File: src/inc/cqs_pkg.sv
// constants shared by the charge qualification sequencer and its timer
package cqs_pkg;
  // ------------------------------------------------------------
  // clock and time base
  // ------------------------------------------------------------
  localparam int CLK_HZ = 20000000;
  localparam int TICK_MS = 1;
  localparam int TICK_CYCLES = CLK_HZ / 1000 * TICK_MS;
  localparam int TERM_FILTER_MS = 1;
  localparam int TERM_FILTER_CYCLES = CLK_HZ / 1000 * TERM_FILTER_MS;
  localparam int TMR_W = 26;

  // ------------------------------------------------------------
  // timer periods in ticks
  // ------------------------------------------------------------
  localparam int PRECHG_MIN = 32;
  localparam int ELAPSE_A_HR = 4;
  localparam int ELAPSE_B_HR = 6;
  localparam int ELAPSE_C_HR = 8;
  localparam int FLASH_PERIOD_MS = 1600;
  localparam logic [TMR_W-1:0] PRECHG_TICKS = TMR_W'(PRECHG_MIN * 60 * 1000 / TICK_MS);
  localparam logic [TMR_W-1:0] ELAPSE_A_TICKS = TMR_W'(ELAPSE_A_HR * 3600 * 1000 / TICK_MS);
  localparam logic [TMR_W-1:0] ELAPSE_B_TICKS = TMR_W'(ELAPSE_B_HR * 3600 * 1000 / TICK_MS);
  localparam logic [TMR_W-1:0] ELAPSE_C_TICKS = TMR_W'(ELAPSE_C_HR * 3600 * 1000 / TICK_MS);
  localparam logic [TMR_W-1:0] FLASH_HALF_TICKS = TMR_W'(FLASH_PERIOD_MS / 2 / TICK_MS);
  localparam logic [TMR_W-1:0] TIMER_OFF = 26'h0000000;

  // ------------------------------------------------------------
  // register map
  // ------------------------------------------------------------
  localparam logic [7:0] ADDR_CONFIG = 8'h00;
  localparam logic [7:0] ADDR_STATUS = 8'h04;
  localparam int CFG_W = 6;
  localparam int CFG_PRECOND_EN = 0;
  localparam int CFG_PRECOND_TMR_EN = 1;
  localparam int CFG_ELAPSE_LO = 2;
  localparam int CFG_RECHARGE_EN = 4;
  localparam int CFG_FLASH_TYPE = 5;
  localparam logic [CFG_W-1:0] CONFIG_RESET = 6'h37;
  localparam int STS_STATE_LO = 0;
  localparam int STS_CMP_LO = 4;
  localparam int STS_FAULT = 16;
  localparam int STS_TMR_RUN = 17;

  // ------------------------------------------------------------
  // comparator vector layout
  // ------------------------------------------------------------
  localparam int CMP_N = 12;
  localparam int CMP_UV = 0;
  localparam int CMP_OV = 1;
  localparam int CMP_HEADROOM = 2;
  localparam int CMP_NEAR_BAT = 3;
  localparam int CMP_EN_HIGH = 4;
  localparam int CMP_CURRENT_SET_ENABLE_PIN_HIZ = 5;
  localparam int CMP_BAT_PRESENT = 6;
  localparam int CMP_BELOW_RESTART = 7;
  localparam int CMP_OVER_REG = 8;
  localparam int CMP_BELOW_PRECOND = 9;
  localparam int CMP_AT_REG = 10;
  localparam int CMP_TERM_LOW = 11;

  typedef enum {
    CQS_SHUTDOWN,
    CQS_STANDBY,
    CQS_PRECOND,
    CQS_CONST_CURRENT,
    CQS_CONST_VOLT,
    CQS_COMPLETE,
    CQS_FAULT
  } cqs_state_t;
endpackage

File: src/inc/cqs_tmr_if.sv
// carrier between the sequencer and its timer block
interface cqs_tmr_if;
  logic tick;
  logic tmr_clear;
  logic tmr_run;
  logic [cqs_pkg::TMR_W-1:0] tmr_limit;
  logic tmr_expired;
  logic flash_phase;
  modport seq (input tick, input tmr_expired, input flash_phase,
               output tmr_clear, output tmr_run, output tmr_limit);
  modport tmr (output tick, output tmr_expired, output flash_phase,
               input tmr_clear, input tmr_run, input tmr_limit);
endinterface

File: src/logic/cqs_timer.sv
// prescaler, charge safety timer and status flash generator
module cqs_timer #(
  parameter int TICK_CYCLES = cqs_pkg::TICK_CYCLES
) (
  // clock and synchronised reset
  input wire logic clk,
  input wire logic rst_sync_n,
  // link to the sequencer
  cqs_tmr_if.tmr t
);
  // ------------------------------------------------------------
  // prescaler: one tick per period
  // ------------------------------------------------------------
  logic [31:0] pre_cnt;
  logic [cqs_pkg::TMR_W-1:0] tmr_cnt;
  logic [cqs_pkg::TMR_W-1:0] flash_cnt;

  always_ff @(posedge clk or negedge rst_sync_n) begin
    if (!rst_sync_n) begin
      pre_cnt <= 32'h00000000;
      t.tick <= 1'b0;
    end else if (pre_cnt >= 32'(TICK_CYCLES - 1)) begin
      pre_cnt <= 32'h00000000;
      t.tick <= 1'b1;
    end else begin
      pre_cnt <= pre_cnt + 32'h00000001;
      t.tick <= 1'b0;
    end
  end

  // ------------------------------------------------------------
  // safety timer counts ticks; a zero limit means disabled
  // ------------------------------------------------------------
  always_ff @(posedge clk or negedge rst_sync_n) begin
    if (!rst_sync_n) begin
      tmr_cnt <= cqs_pkg::TIMER_OFF;
    end else if (t.tmr_clear) begin
      tmr_cnt <= cqs_pkg::TIMER_OFF;
    end else if (t.tmr_run && t.tick && !t.tmr_expired) begin
      tmr_cnt <= tmr_cnt + 26'h0000001;
    end
  end

  always_ff @(posedge clk or negedge rst_sync_n) begin
    if (!rst_sync_n) begin
      t.tmr_expired <= 1'b0;
    end else if (t.tmr_clear || t.tmr_limit == cqs_pkg::TIMER_OFF) begin
      t.tmr_expired <= 1'b0;
    end else begin
      t.tmr_expired <= (tmr_cnt >= t.tmr_limit);
    end
  end

  // ------------------------------------------------------------
  // free-running half-period toggle for fault flashing
  // ------------------------------------------------------------
  always_ff @(posedge clk or negedge rst_sync_n) begin
    if (!rst_sync_n) begin
      flash_cnt <= cqs_pkg::TIMER_OFF;
      t.flash_phase <= 1'b0;
    end else if (t.tick) begin
      if (flash_cnt >= cqs_pkg::FLASH_HALF_TICKS - 26'h0000001) begin
        flash_cnt <= cqs_pkg::TIMER_OFF;
        t.flash_phase <= !t.flash_phase;
      end else begin
        flash_cnt <= flash_cnt + 26'h0000001;
      end
    end
  end
endmodule

File: src/logic/cqs_sequencer.sv
// charge qualification sequencer with its register slave
//
// Notes on behaviour
// - stay shut down while supply below lockout
// - need supply headroom over battery to operate
// - supply lockout checks run in every state
// - overvoltage forces shutdown until supply falls
// - supply near battery means power down
// - start charge only when enable sense high
// - high impedance programming pin disables charging
// - charge starts once battery below restart level
// - battery over regulation suspends or blocks charge
// - low battery preconditions at tenth current
// - precondition ends above precondition threshold
// - precondition and its timer are optional
// - timer expiry in precondition or constant current faults until removal or repower
// - precondition timer lasts thirty two minutes
// - constant current until regulation level reached
// - constant current entry clears the timer
// - status pin is open drain
// - status pattern follows charge state
// - voltage phase ends on filtered low current
module cqs_sequencer #(
  parameter int TICK_CYCLES = cqs_pkg::TICK_CYCLES,
  parameter int TERM_FILTER_CYCLES = cqs_pkg::TERM_FILTER_CYCLES
) (
  // clock and reset
  input wire logic clk,
  input wire logic rst_n,
  // ahb-lite slave
  input wire logic hsel,
  input wire logic [31:0] haddr,
  input wire logic [1:0] htrans,
  input wire logic hwrite,
  input wire logic [2:0] hsize,
  input wire logic [31:0] hwdata,
  input wire logic hready,
  output logic hreadyout,
  output logic hresp,
  output logic [31:0] hrdata,
  // comparator results, asynchronous
  input wire logic supply_low_lockout,
  input wire logic supply_over_lockout,
  input wire logic supply_headroom_ok,
  input wire logic supply_near_battery,
  input wire logic enable_sense_high,
  input wire logic current_set_enable_pin_hiz,
  input wire logic battery_present,
  input wire logic below_restart_charge_level,
  input wire logic above_regulation_level_hyst,
  input wire logic below_precond_level,
  input wire logic at_regulation_level,
  input wire logic term_current_low,
  // charge control
  output logic pass_enable,
  output logic precond_current_sel,
  output logic constant_current_phase,
  output logic const_volt_phase,
  // open-drain status pin
  output logic status_o,
  output logic status_oe
);
  // ------------------------------------------------------------
  // reset release
  // ------------------------------------------------------------
  logic rst_meta_n;
  logic rst_sync_n;

  always_ff @(posedge clk or negedge rst_n) begin
    if (!rst_n) begin
      rst_meta_n <= 1'b0;
      rst_sync_n <= 1'b0;
    end else begin
      rst_meta_n <= 1'b1;
      rst_sync_n <= rst_meta_n;
    end
  end

  // ------------------------------------------------------------
  // comparator synchronisers
  // ------------------------------------------------------------
  logic [cqs_pkg::CMP_N-1:0] cmp_raw;
  logic [cqs_pkg::CMP_N-1:0] cmp_meta;
  logic [cqs_pkg::CMP_N-1:0] cmp;

  assign cmp_raw = {term_current_low, at_regulation_level, below_precond_level,
                    above_regulation_level_hyst, below_restart_charge_level,
                    battery_present, current_set_enable_pin_hiz, enable_sense_high,
                    supply_near_battery, supply_headroom_ok, supply_over_lockout,
                    supply_low_lockout};

  genvar gi;
  generate
    for (gi = 0; gi < cqs_pkg::CMP_N; gi++) begin : g_sync
      always_ff @(posedge clk or negedge rst_sync_n) begin
        if (!rst_sync_n) begin
          cmp_meta[gi] <= 1'b0;
          cmp[gi] <= 1'b0;
        end else begin
          cmp_meta[gi] <= cmp_raw[gi];
          cmp[gi] <= cmp_meta[gi];
        end
      end
    end
  endgenerate

  // ------------------------------------------------------------
  // qualification terms
  // ------------------------------------------------------------
  logic supply_ok;
  logic enable_ok;
  logic start_ok;

  // lockout checks are evaluated every cycle regardless of state
  assign supply_ok = !cmp[cqs_pkg::CMP_UV]
                  && cmp[cqs_pkg::CMP_HEADROOM]
                  && !cmp[cqs_pkg::CMP_OV]
                  && !cmp[cqs_pkg::CMP_NEAR_BAT];
  assign enable_ok = cmp[cqs_pkg::CMP_EN_HIGH]
                  && !cmp[cqs_pkg::CMP_CURRENT_SET_ENABLE_PIN_HIZ];
  assign start_ok = enable_ok && cmp[cqs_pkg::CMP_BAT_PRESENT]
                 && cmp[cqs_pkg::CMP_BELOW_RESTART]
                 && !cmp[cqs_pkg::CMP_OVER_REG];

  // ------------------------------------------------------------
  // configuration register
  // ------------------------------------------------------------
  logic [cqs_pkg::CFG_W-1:0] config_reg;
  logic precond_en;
  logic precond_tmr_en;
  logic [1:0] elapse_sel;
  logic recharge_en;
  logic flash_type;

  assign precond_en = config_reg[cqs_pkg::CFG_PRECOND_EN];
  assign precond_tmr_en = config_reg[cqs_pkg::CFG_PRECOND_TMR_EN];
  assign elapse_sel = config_reg[cqs_pkg::CFG_ELAPSE_LO +: 2];
  assign recharge_en = config_reg[cqs_pkg::CFG_RECHARGE_EN];
  assign flash_type = config_reg[cqs_pkg::CFG_FLASH_TYPE];

  // ------------------------------------------------------------
  // sequencer state
  // ------------------------------------------------------------
  cqs_pkg::cqs_state_t state;
  cqs_pkg::cqs_state_t next_state;
  logic term_done;
  logic [31:0] term_cnt;
  cqs_tmr_if tif ();

  // pick the entry state of a fresh cycle
  function automatic cqs_pkg::cqs_state_t start_state(input logic low, input logic pre_en);
    if (low && pre_en) begin
      start_state = cqs_pkg::CQS_PRECOND;
    end else begin
      start_state = cqs_pkg::CQS_CONST_CURRENT;
    end
  endfunction

  // states in which the pass device delivers current
  function automatic logic is_charging(input cqs_pkg::cqs_state_t s);
    is_charging = (s == cqs_pkg::CQS_PRECOND) || (s == cqs_pkg::CQS_CONST_CURRENT)
               || (s == cqs_pkg::CQS_CONST_VOLT);
  endfunction

  function automatic logic [2:0] state_code(input cqs_pkg::cqs_state_t s);
    case (s)
      cqs_pkg::CQS_SHUTDOWN: state_code = 3'h0;
      cqs_pkg::CQS_STANDBY: state_code = 3'h1;
      cqs_pkg::CQS_PRECOND: state_code = 3'h2;
      cqs_pkg::CQS_CONST_CURRENT: state_code = 3'h3;
      cqs_pkg::CQS_CONST_VOLT: state_code = 3'h4;
      cqs_pkg::CQS_COMPLETE: state_code = 3'h5;
      cqs_pkg::CQS_FAULT: state_code = 3'h6;
      default: state_code = 3'h7;
    endcase
  endfunction

  always_comb begin
    next_state = state;
    case (state)
      cqs_pkg::CQS_SHUTDOWN: begin
        if (supply_ok) begin
          next_state = cqs_pkg::CQS_STANDBY;
        end
      end
      cqs_pkg::CQS_STANDBY: begin
        if (start_ok) begin
          next_state = start_state(cmp[cqs_pkg::CMP_BELOW_PRECOND], precond_en);
        end
      end
      cqs_pkg::CQS_PRECOND: begin
        if (tif.tmr_expired) begin
          next_state = cqs_pkg::CQS_FAULT;
        end else if (!cmp[cqs_pkg::CMP_BELOW_PRECOND]) begin
          next_state = cqs_pkg::CQS_CONST_CURRENT;
        end
      end
      cqs_pkg::CQS_CONST_CURRENT: begin
        if (tif.tmr_expired) begin
          next_state = cqs_pkg::CQS_FAULT;
        end else if (cmp[cqs_pkg::CMP_AT_REG]) begin
          next_state = cqs_pkg::CQS_CONST_VOLT;
        end
      end
      cqs_pkg::CQS_CONST_VOLT: begin
        if (term_done || tif.tmr_expired) begin
          next_state = cqs_pkg::CQS_COMPLETE;
        end
      end
      cqs_pkg::CQS_COMPLETE: begin
        if (!cmp[cqs_pkg::CMP_BAT_PRESENT] || !enable_ok) begin
          next_state = cqs_pkg::CQS_STANDBY;
        end else if (recharge_en && start_ok) begin
          next_state = start_state(cmp[cqs_pkg::CMP_BELOW_PRECOND], precond_en);
        end
      end
      cqs_pkg::CQS_FAULT: begin
        // only removal or loss of supply leaves the fault
        if (!cmp[cqs_pkg::CMP_BAT_PRESENT]) begin
          next_state = cqs_pkg::CQS_STANDBY;
        end
      end
      default: begin
        next_state = cqs_pkg::CQS_SHUTDOWN;
      end
    endcase
    // suspend a running cycle on removal, disable or overcharge
    if (is_charging(state) && (!enable_ok || !cmp[cqs_pkg::CMP_BAT_PRESENT]
        || cmp[cqs_pkg::CMP_OVER_REG])) begin
      next_state = cqs_pkg::CQS_STANDBY;
    end
    if (!supply_ok) begin
      next_state = cqs_pkg::CQS_SHUTDOWN;
    end
  end

  always_ff @(posedge clk or negedge rst_sync_n) begin
    if (!rst_sync_n) begin
      state <= cqs_pkg::CQS_SHUTDOWN;
    end else begin
      state <= next_state;
    end
  end

  // ------------------------------------------------------------
  // termination filter: low current must persist the whole window
  // ------------------------------------------------------------
  always_ff @(posedge clk or negedge rst_sync_n) begin
    if (!rst_sync_n) begin
      term_cnt <= 32'h00000000;
      term_done <= 1'b0;
    end else if (state != cqs_pkg::CQS_CONST_VOLT || !cmp[cqs_pkg::CMP_TERM_LOW]) begin
      term_cnt <= 32'h00000000;
      term_done <= 1'b0;
    end else if (term_cnt >= 32'(TERM_FILTER_CYCLES - 1)) begin
      term_done <= 1'b1;
    end else begin
      term_cnt <= term_cnt + 32'h00000001;
    end
  end

  // ------------------------------------------------------------
  // timer control
  // ------------------------------------------------------------
  logic [cqs_pkg::TMR_W-1:0] elapse_limit;

  always_comb begin
    case (elapse_sel)
      2'h1: elapse_limit = cqs_pkg::ELAPSE_A_TICKS;
      2'h2: elapse_limit = cqs_pkg::ELAPSE_B_TICKS;
      2'h3: elapse_limit = cqs_pkg::ELAPSE_C_TICKS;
      default: elapse_limit = cqs_pkg::TIMER_OFF;
    endcase
  end

  always_ff @(posedge clk or negedge rst_sync_n) begin
    if (!rst_sync_n) begin
      tif.tmr_clear <= 1'b1;
      tif.tmr_run <= 1'b0;
      tif.tmr_limit <= cqs_pkg::TIMER_OFF;
    end else begin
      // restart on every state change, except the hand-over into voltage phase
      tif.tmr_clear <= (next_state != state) && (next_state != cqs_pkg::CQS_CONST_VOLT);
      tif.tmr_run <= is_charging(next_state);
      if (next_state == cqs_pkg::CQS_PRECOND) begin
        tif.tmr_limit <= precond_tmr_en ? cqs_pkg::PRECHG_TICKS
                                        : cqs_pkg::TIMER_OFF;
      end else begin
        tif.tmr_limit <= elapse_limit;
      end
    end
  end

  cqs_timer #(
    .TICK_CYCLES(TICK_CYCLES)
  ) u_timer (
    .clk(clk),
    .rst_sync_n(rst_sync_n),
    .t(tif.tmr)
  );

  // ------------------------------------------------------------
  // charge control and status pin
  // ------------------------------------------------------------
  always_ff @(posedge clk or negedge rst_sync_n) begin
    if (!rst_sync_n) begin
      pass_enable <= 1'b0;
      precond_current_sel <= 1'b0;
      constant_current_phase <= 1'b0;
      const_volt_phase <= 1'b0;
      status_o <= 1'b0;
      status_oe <= 1'b0;
    end else begin
      pass_enable <= is_charging(state);
      precond_current_sel <= (state == cqs_pkg::CQS_PRECOND);
      constant_current_phase <= (state == cqs_pkg::CQS_CONST_CURRENT);
      const_volt_phase <= (state == cqs_pkg::CQS_CONST_VOLT);
      status_o <= 1'b0;
      if (state == cqs_pkg::CQS_FAULT) begin
        status_oe <= flash_type && tif.flash_phase;
      end else begin
        status_oe <= is_charging(state);
      end
    end
  end

  // ------------------------------------------------------------
  // ahb-lite slave, zero wait states
  // ------------------------------------------------------------
  logic wr_pend;
  logic [7:0] wr_addr;
  logic [31:0] status_word;

  assign status_word = {14'h0000, tif.tmr_run, (state == cqs_pkg::CQS_FAULT),
                        cmp, 1'b0, state_code(state)};

  always_ff @(posedge clk or negedge rst_sync_n) begin
    if (!rst_sync_n) begin
      hreadyout <= 1'b1;
      hresp <= 1'b0;
      hrdata <= 32'h00000000;
      wr_pend <= 1'b0;
      wr_addr <= 8'h00;
    end else begin
      hreadyout <= 1'b1;
      hresp <= 1'b0;
      wr_pend <= hsel && htrans[1] && hready && hwrite;
      wr_addr <= haddr[7:0];
      if (hsel && htrans[1] && hready && !hwrite) begin
        if (haddr[7:0] == cqs_pkg::ADDR_CONFIG) begin
          hrdata <= {26'h0000000, config_reg};
        end else if (haddr[7:0] == cqs_pkg::ADDR_STATUS) begin
          hrdata <= status_word;
        end else begin
          hrdata <= 32'h00000000;
        end
      end
    end
  end

  always_ff @(posedge clk or negedge rst_sync_n) begin
    if (!rst_sync_n) begin
      config_reg <= cqs_pkg::CONFIG_RESET;
    end else if (wr_pend && wr_addr == cqs_pkg::ADDR_CONFIG) begin
      config_reg <= hwdata[cqs_pkg::CFG_W-1:0];
    end
  end
endmodule

File: config.mk
export PLATFORM = sky130hd
export DESIGN_NAME = cqs_sequencer
export DESIGN_NICKNAME = d
export VERILOG_FILES = /design/src/inc/cqs_pkg.sv /design/src/inc/cqs_tmr_if.sv /design/src/logic/cqs_timer.sv /design/src/logic/cqs_sequencer.sv
export SDC_FILE = /design/constraint.sdc
export NUM_CORES = 1
export LEC_CHECK = 0
export BUFFER_PORTS_ARGS = -buffer_cell sky130_fd_sc_hd__buf_4
export CAP_MARGIN = 20
export CORE_MARGIN = 5
export CORE_UTILIZATION = 34
export DETAILED_ROUTE_END_ITERATION = 7
export PLACE_DENSITY = 0.53
export SYNTH_ARGS = -nofsm -noshare
export SYNTH_HDL_FRONTEND = slang
export SYNTH_SLANG_ARGS = --single-unit
File: constraint.sdc
create_clock -name clk -period 8.25 [get_ports clk]
set_clock_uncertainty 0.2 [all_clocks]
set_input_delay 0 -clock clk [delete_from_list [all_inputs] [get_ports clk]]
set_output_delay 0 -clock clk [all_outputs]
set_load 0.01 [all_outputs]
==> summary.md <==
| Metric | Value |
|---|---|
| Crit-path cells | `ha_1 -> nand4_1 -> a21oi_1 -> o31ai_1 -> nand4_1 -> a2111oi_0 -> xnor2_1 -> nor2_1` |
| Post-DR wirelength/cell | `14.0 microns` |
| Delay-heaviest family, CP | `compound AO/OA/AOI/OAI gates` |
| Total track usage | `12.7%` |
| CP Buf/Inv Count | `0` |
| Slowest stage cell on the critical path | `a2111oi_0` |
| Crit path kind | `reg -> reg` |
| Slew of the pin with the lowest slew margin | `952 ps` |
| Worst hold-check path type | `in -> reg` |
| DRC | `0` |
| Commonest non-fill, non-tap cell in the layout | `dfrtp_1` |
| Number of flops mapped to enable cells by yosys | `0` |
| Setup Viol. Count Final | `0` |
| Synthesized area | `9690 sq um` |
| Total wire length | `19.9 mm` |
| Status | `complete, no violations` |
| Post-route ant nets | `0` |
| RSZ-0062 raised after global routing | `no` |
| Core ar. | `27900 sq um` |
| Biggest regs | `state (32), term_cnt (32), u_timer.pre_cnt (32)` |
| CTS Sinks | `230` |
| CP Launch Type | `register` |
| Final TNS setup | `0 ps` |
| MaxCap Viol Count | `0` |
| Final min period | `roughly 3300 ps` |
| # fillers | `2615` |
| Slew headroom | `36.5%` |
| Largest net degree at the start of global routing | `83` |
| Via density | `4.59` |
| Yosys cell types | `67` |
| Initial antenna violation count | `0` |
| Max IR drop VDD | `0.134 mV` |
| Die ar. | `between 30000 and 40000 sq um` |
| Detail Placement HPWL | `approximately 13 mm` |
| CP endpoint kind | `register` |
| Synthesis warning total | `0` |
| Async set-or-reset flop fraction in the synthesized netlist | `100%` |
| Area contributors post-synth | `dfrtp_1 58%, nor2_1 4.5%, ha_1 3.5%, xnor2_1 2.8%, xor2_1 2.4%` |
| Final hold vios | `0` |
| GP Congestion | `0.785` |
| Die W | `approximately 180 microns` |
| IO buf count | `54` |
| Slew Viols, Final | `0` |
| # Post-CTS Setup Buffers | `0` |
| Crit path max fanout | `19` |
| Remaining global-route overflow | `0` |
| CTS tree | `yes` |
| Die span in y | `between 150 and 200 microns` |
| Most frequent cells in the layout | `223 x dfrtp_1, 117 x nor2_1, 64 x conb_1, 58 x buf_4, 51 x dlygate4sd3_1` |
| Leak | `about 5.4 nW` |
| Most common cell on crit path | `nand4_1` |
| Critical Path RT | `~8400 ps` |
| Total CTS buffers | `25` |
| Max incr delay on CP | `770 ps` |
| CP Data Arrival Time | `3510 ps` |
| Layout area overhead | `24.2%` |
| Yosys top cell by area | `dfrtp_1` |
| Ratio of cells with drive above 1 in the final layout | `a little under an eighth` |
| Resized Gates After CTS | `0` |
| Flops & latches, synth | `230` |
| Rows | `61` |
| I/O pin count | `126` |
| Starting Density | `34.7%` |
| Top_reg_cell synth | `dfrtp_1` |
| Power Dens Cells | `205 nW/um^2` |
| NumNets Final | `1139` |
| Final period utilization | `40.4%` |
| First-pass GRT wire length | `33.5 mm` |
| Clk buf depth | `3` |
| Vias in the first global route | `approximately 6600` |
| Fin util | `43.1%` |
| Root buffer cell | `clkbuf_16` |
| Fmax | `roughly 300 MHz` |
| Worst-skew pair later-pin latency | `530 ps` |
| Post-synth top area share | `57.9%` |
| Post-synthesis sequential area ratio | `slightly below 60%` |
| Via Count | `around 6500` |
| Ant. Diodes | `0` |
| Syn_area_per_cell | `11.2 sq um` |
| H-tree depth | `1` |
| Mapped Cells | `between 800 and 900` |
| DR iter-0 viols | `308` |
| Clock slew at reported path FFs | `~60 ps` |
| Drt first pass iters | `4` |
## cell usage after synthesis, drive strengths merged, types with 4 or more instances
| cell | n |
|---|---|
| nor2b | 13 |
| clkbuf | 22 |
| a21oi | 32 |
| and3 | 20 |
| nand3 | 32 |
| nand4 | 17 |
| nor2 | 117 |
| o31ai | 4 |
| xor2 | 26 |
| or3 | 5 |
| nand2b | 6 |
| xnor2 | 31 |
| dfrtp | 224 |
| o21ai | 18 |
| a22o | 13 |
| and2 | 16 |
| mux2 | 13 |
| inv | 34 |
| ha | 27 |
| nor3 | 20 |
| buf | 19 |
| nand2 | 47 |
| a31oi | 13 |
| o221ai | 4 |
| a21o | 5 |
| nor4 | 31 |
| and4 | 5 |
| dfstp | 6 |
## metal layers
layer  GRT usage (%)  wire (microns)  vias to the layer above
met5               0               0                        -
met3            2.28             695                       30
met2            19.7            8850                       97
met1            18.7            9940                     3144
li1                -               -                     3261
met4            3.10             403                        0
## worst register-to-register path: stages, from the launching register on
cell       delay [ps]
dfrtp_1           420
ha_1              230
nand4_1           230
a21oi_1           130
o31ai_1           270
nand4_1           690
a2111oi_0         780
xnor2_1           190
nor2_1             60
## kinds of logic after synthesis
family	count (synthesis)	synth area share [%]
xor+xnor	57	5.15
mux	16	1.82
simple gates	350	18.6
flops	230	59.5
buf+inv	75	3.66
compound gates	111	7.72
fa+ha+maj	27	3.49
other cells	2	0.0775
## area by class of cell
cell class | count | area [sq um] | area share (%)
Sequential cell | 230 | 5770 | 47.9
Multi-Input combinational cell | 625 | 3800 | 31.6
Timing Repair Buffer | 110 | 973 | 8.09
Clock buffer | 37 | 751 | 6.24
Tap cell | 378 | 473 | 3.93
Clock inverter | 8 | 134 | 1.11
Inverter | 34 | 128 | 1.06
## power breakdown
group          switching [W]  total [W]  internal, W
combinational      0.0000492  0.0000978    0.0000486
sequential         0.0000292    0.00119      0.00116
clock               0.000445    0.00117     0.000726
## final timing paths
kind                       slack [ps]  cells after the start         from           end
setup / recovery                 4920                      8  term_cnt[0]  term_cnt[12]
hold / removal                     50                      2     haddr[2]    wr_addr[2]
setup reg to reg                 4920                      8  term_cnt[0]  term_cnt[12]
hold reg to reg                   150                      0  cmp_meta[5]        cmp[5]
max in group asynchronous        6090                      1   rst_sync_n    wr_addr[7]
min in group asynchronous         130                      3        rst_n    rst_sync_n
## through the flow
step	power (W)	setup WS (ps)	hold WS [ps]	cells	area, sq um
3_3_place_gp	0.00129	4890	-416	1325	10600
2_1_floorplan	0.00126	1180	-496	930	9920
4_1_cts	0.00250	4880	32.6	1421	12000
3_5_place_dp	0.00129	4920	-417	1325	10600
5_1_grt	0.00257	4680	48.7	1422	12000
6_report	0.00246	4920	51.5	1422	12000
## what timing repair did
action / 4_1_cts / 5_1_grt
hold buffers: 51 / 0
endpoints found under the setup margin: 0 / 0
hold endpoints to repair: 47 / 0
Note: power is estimated with default switching activity, not from simulation.
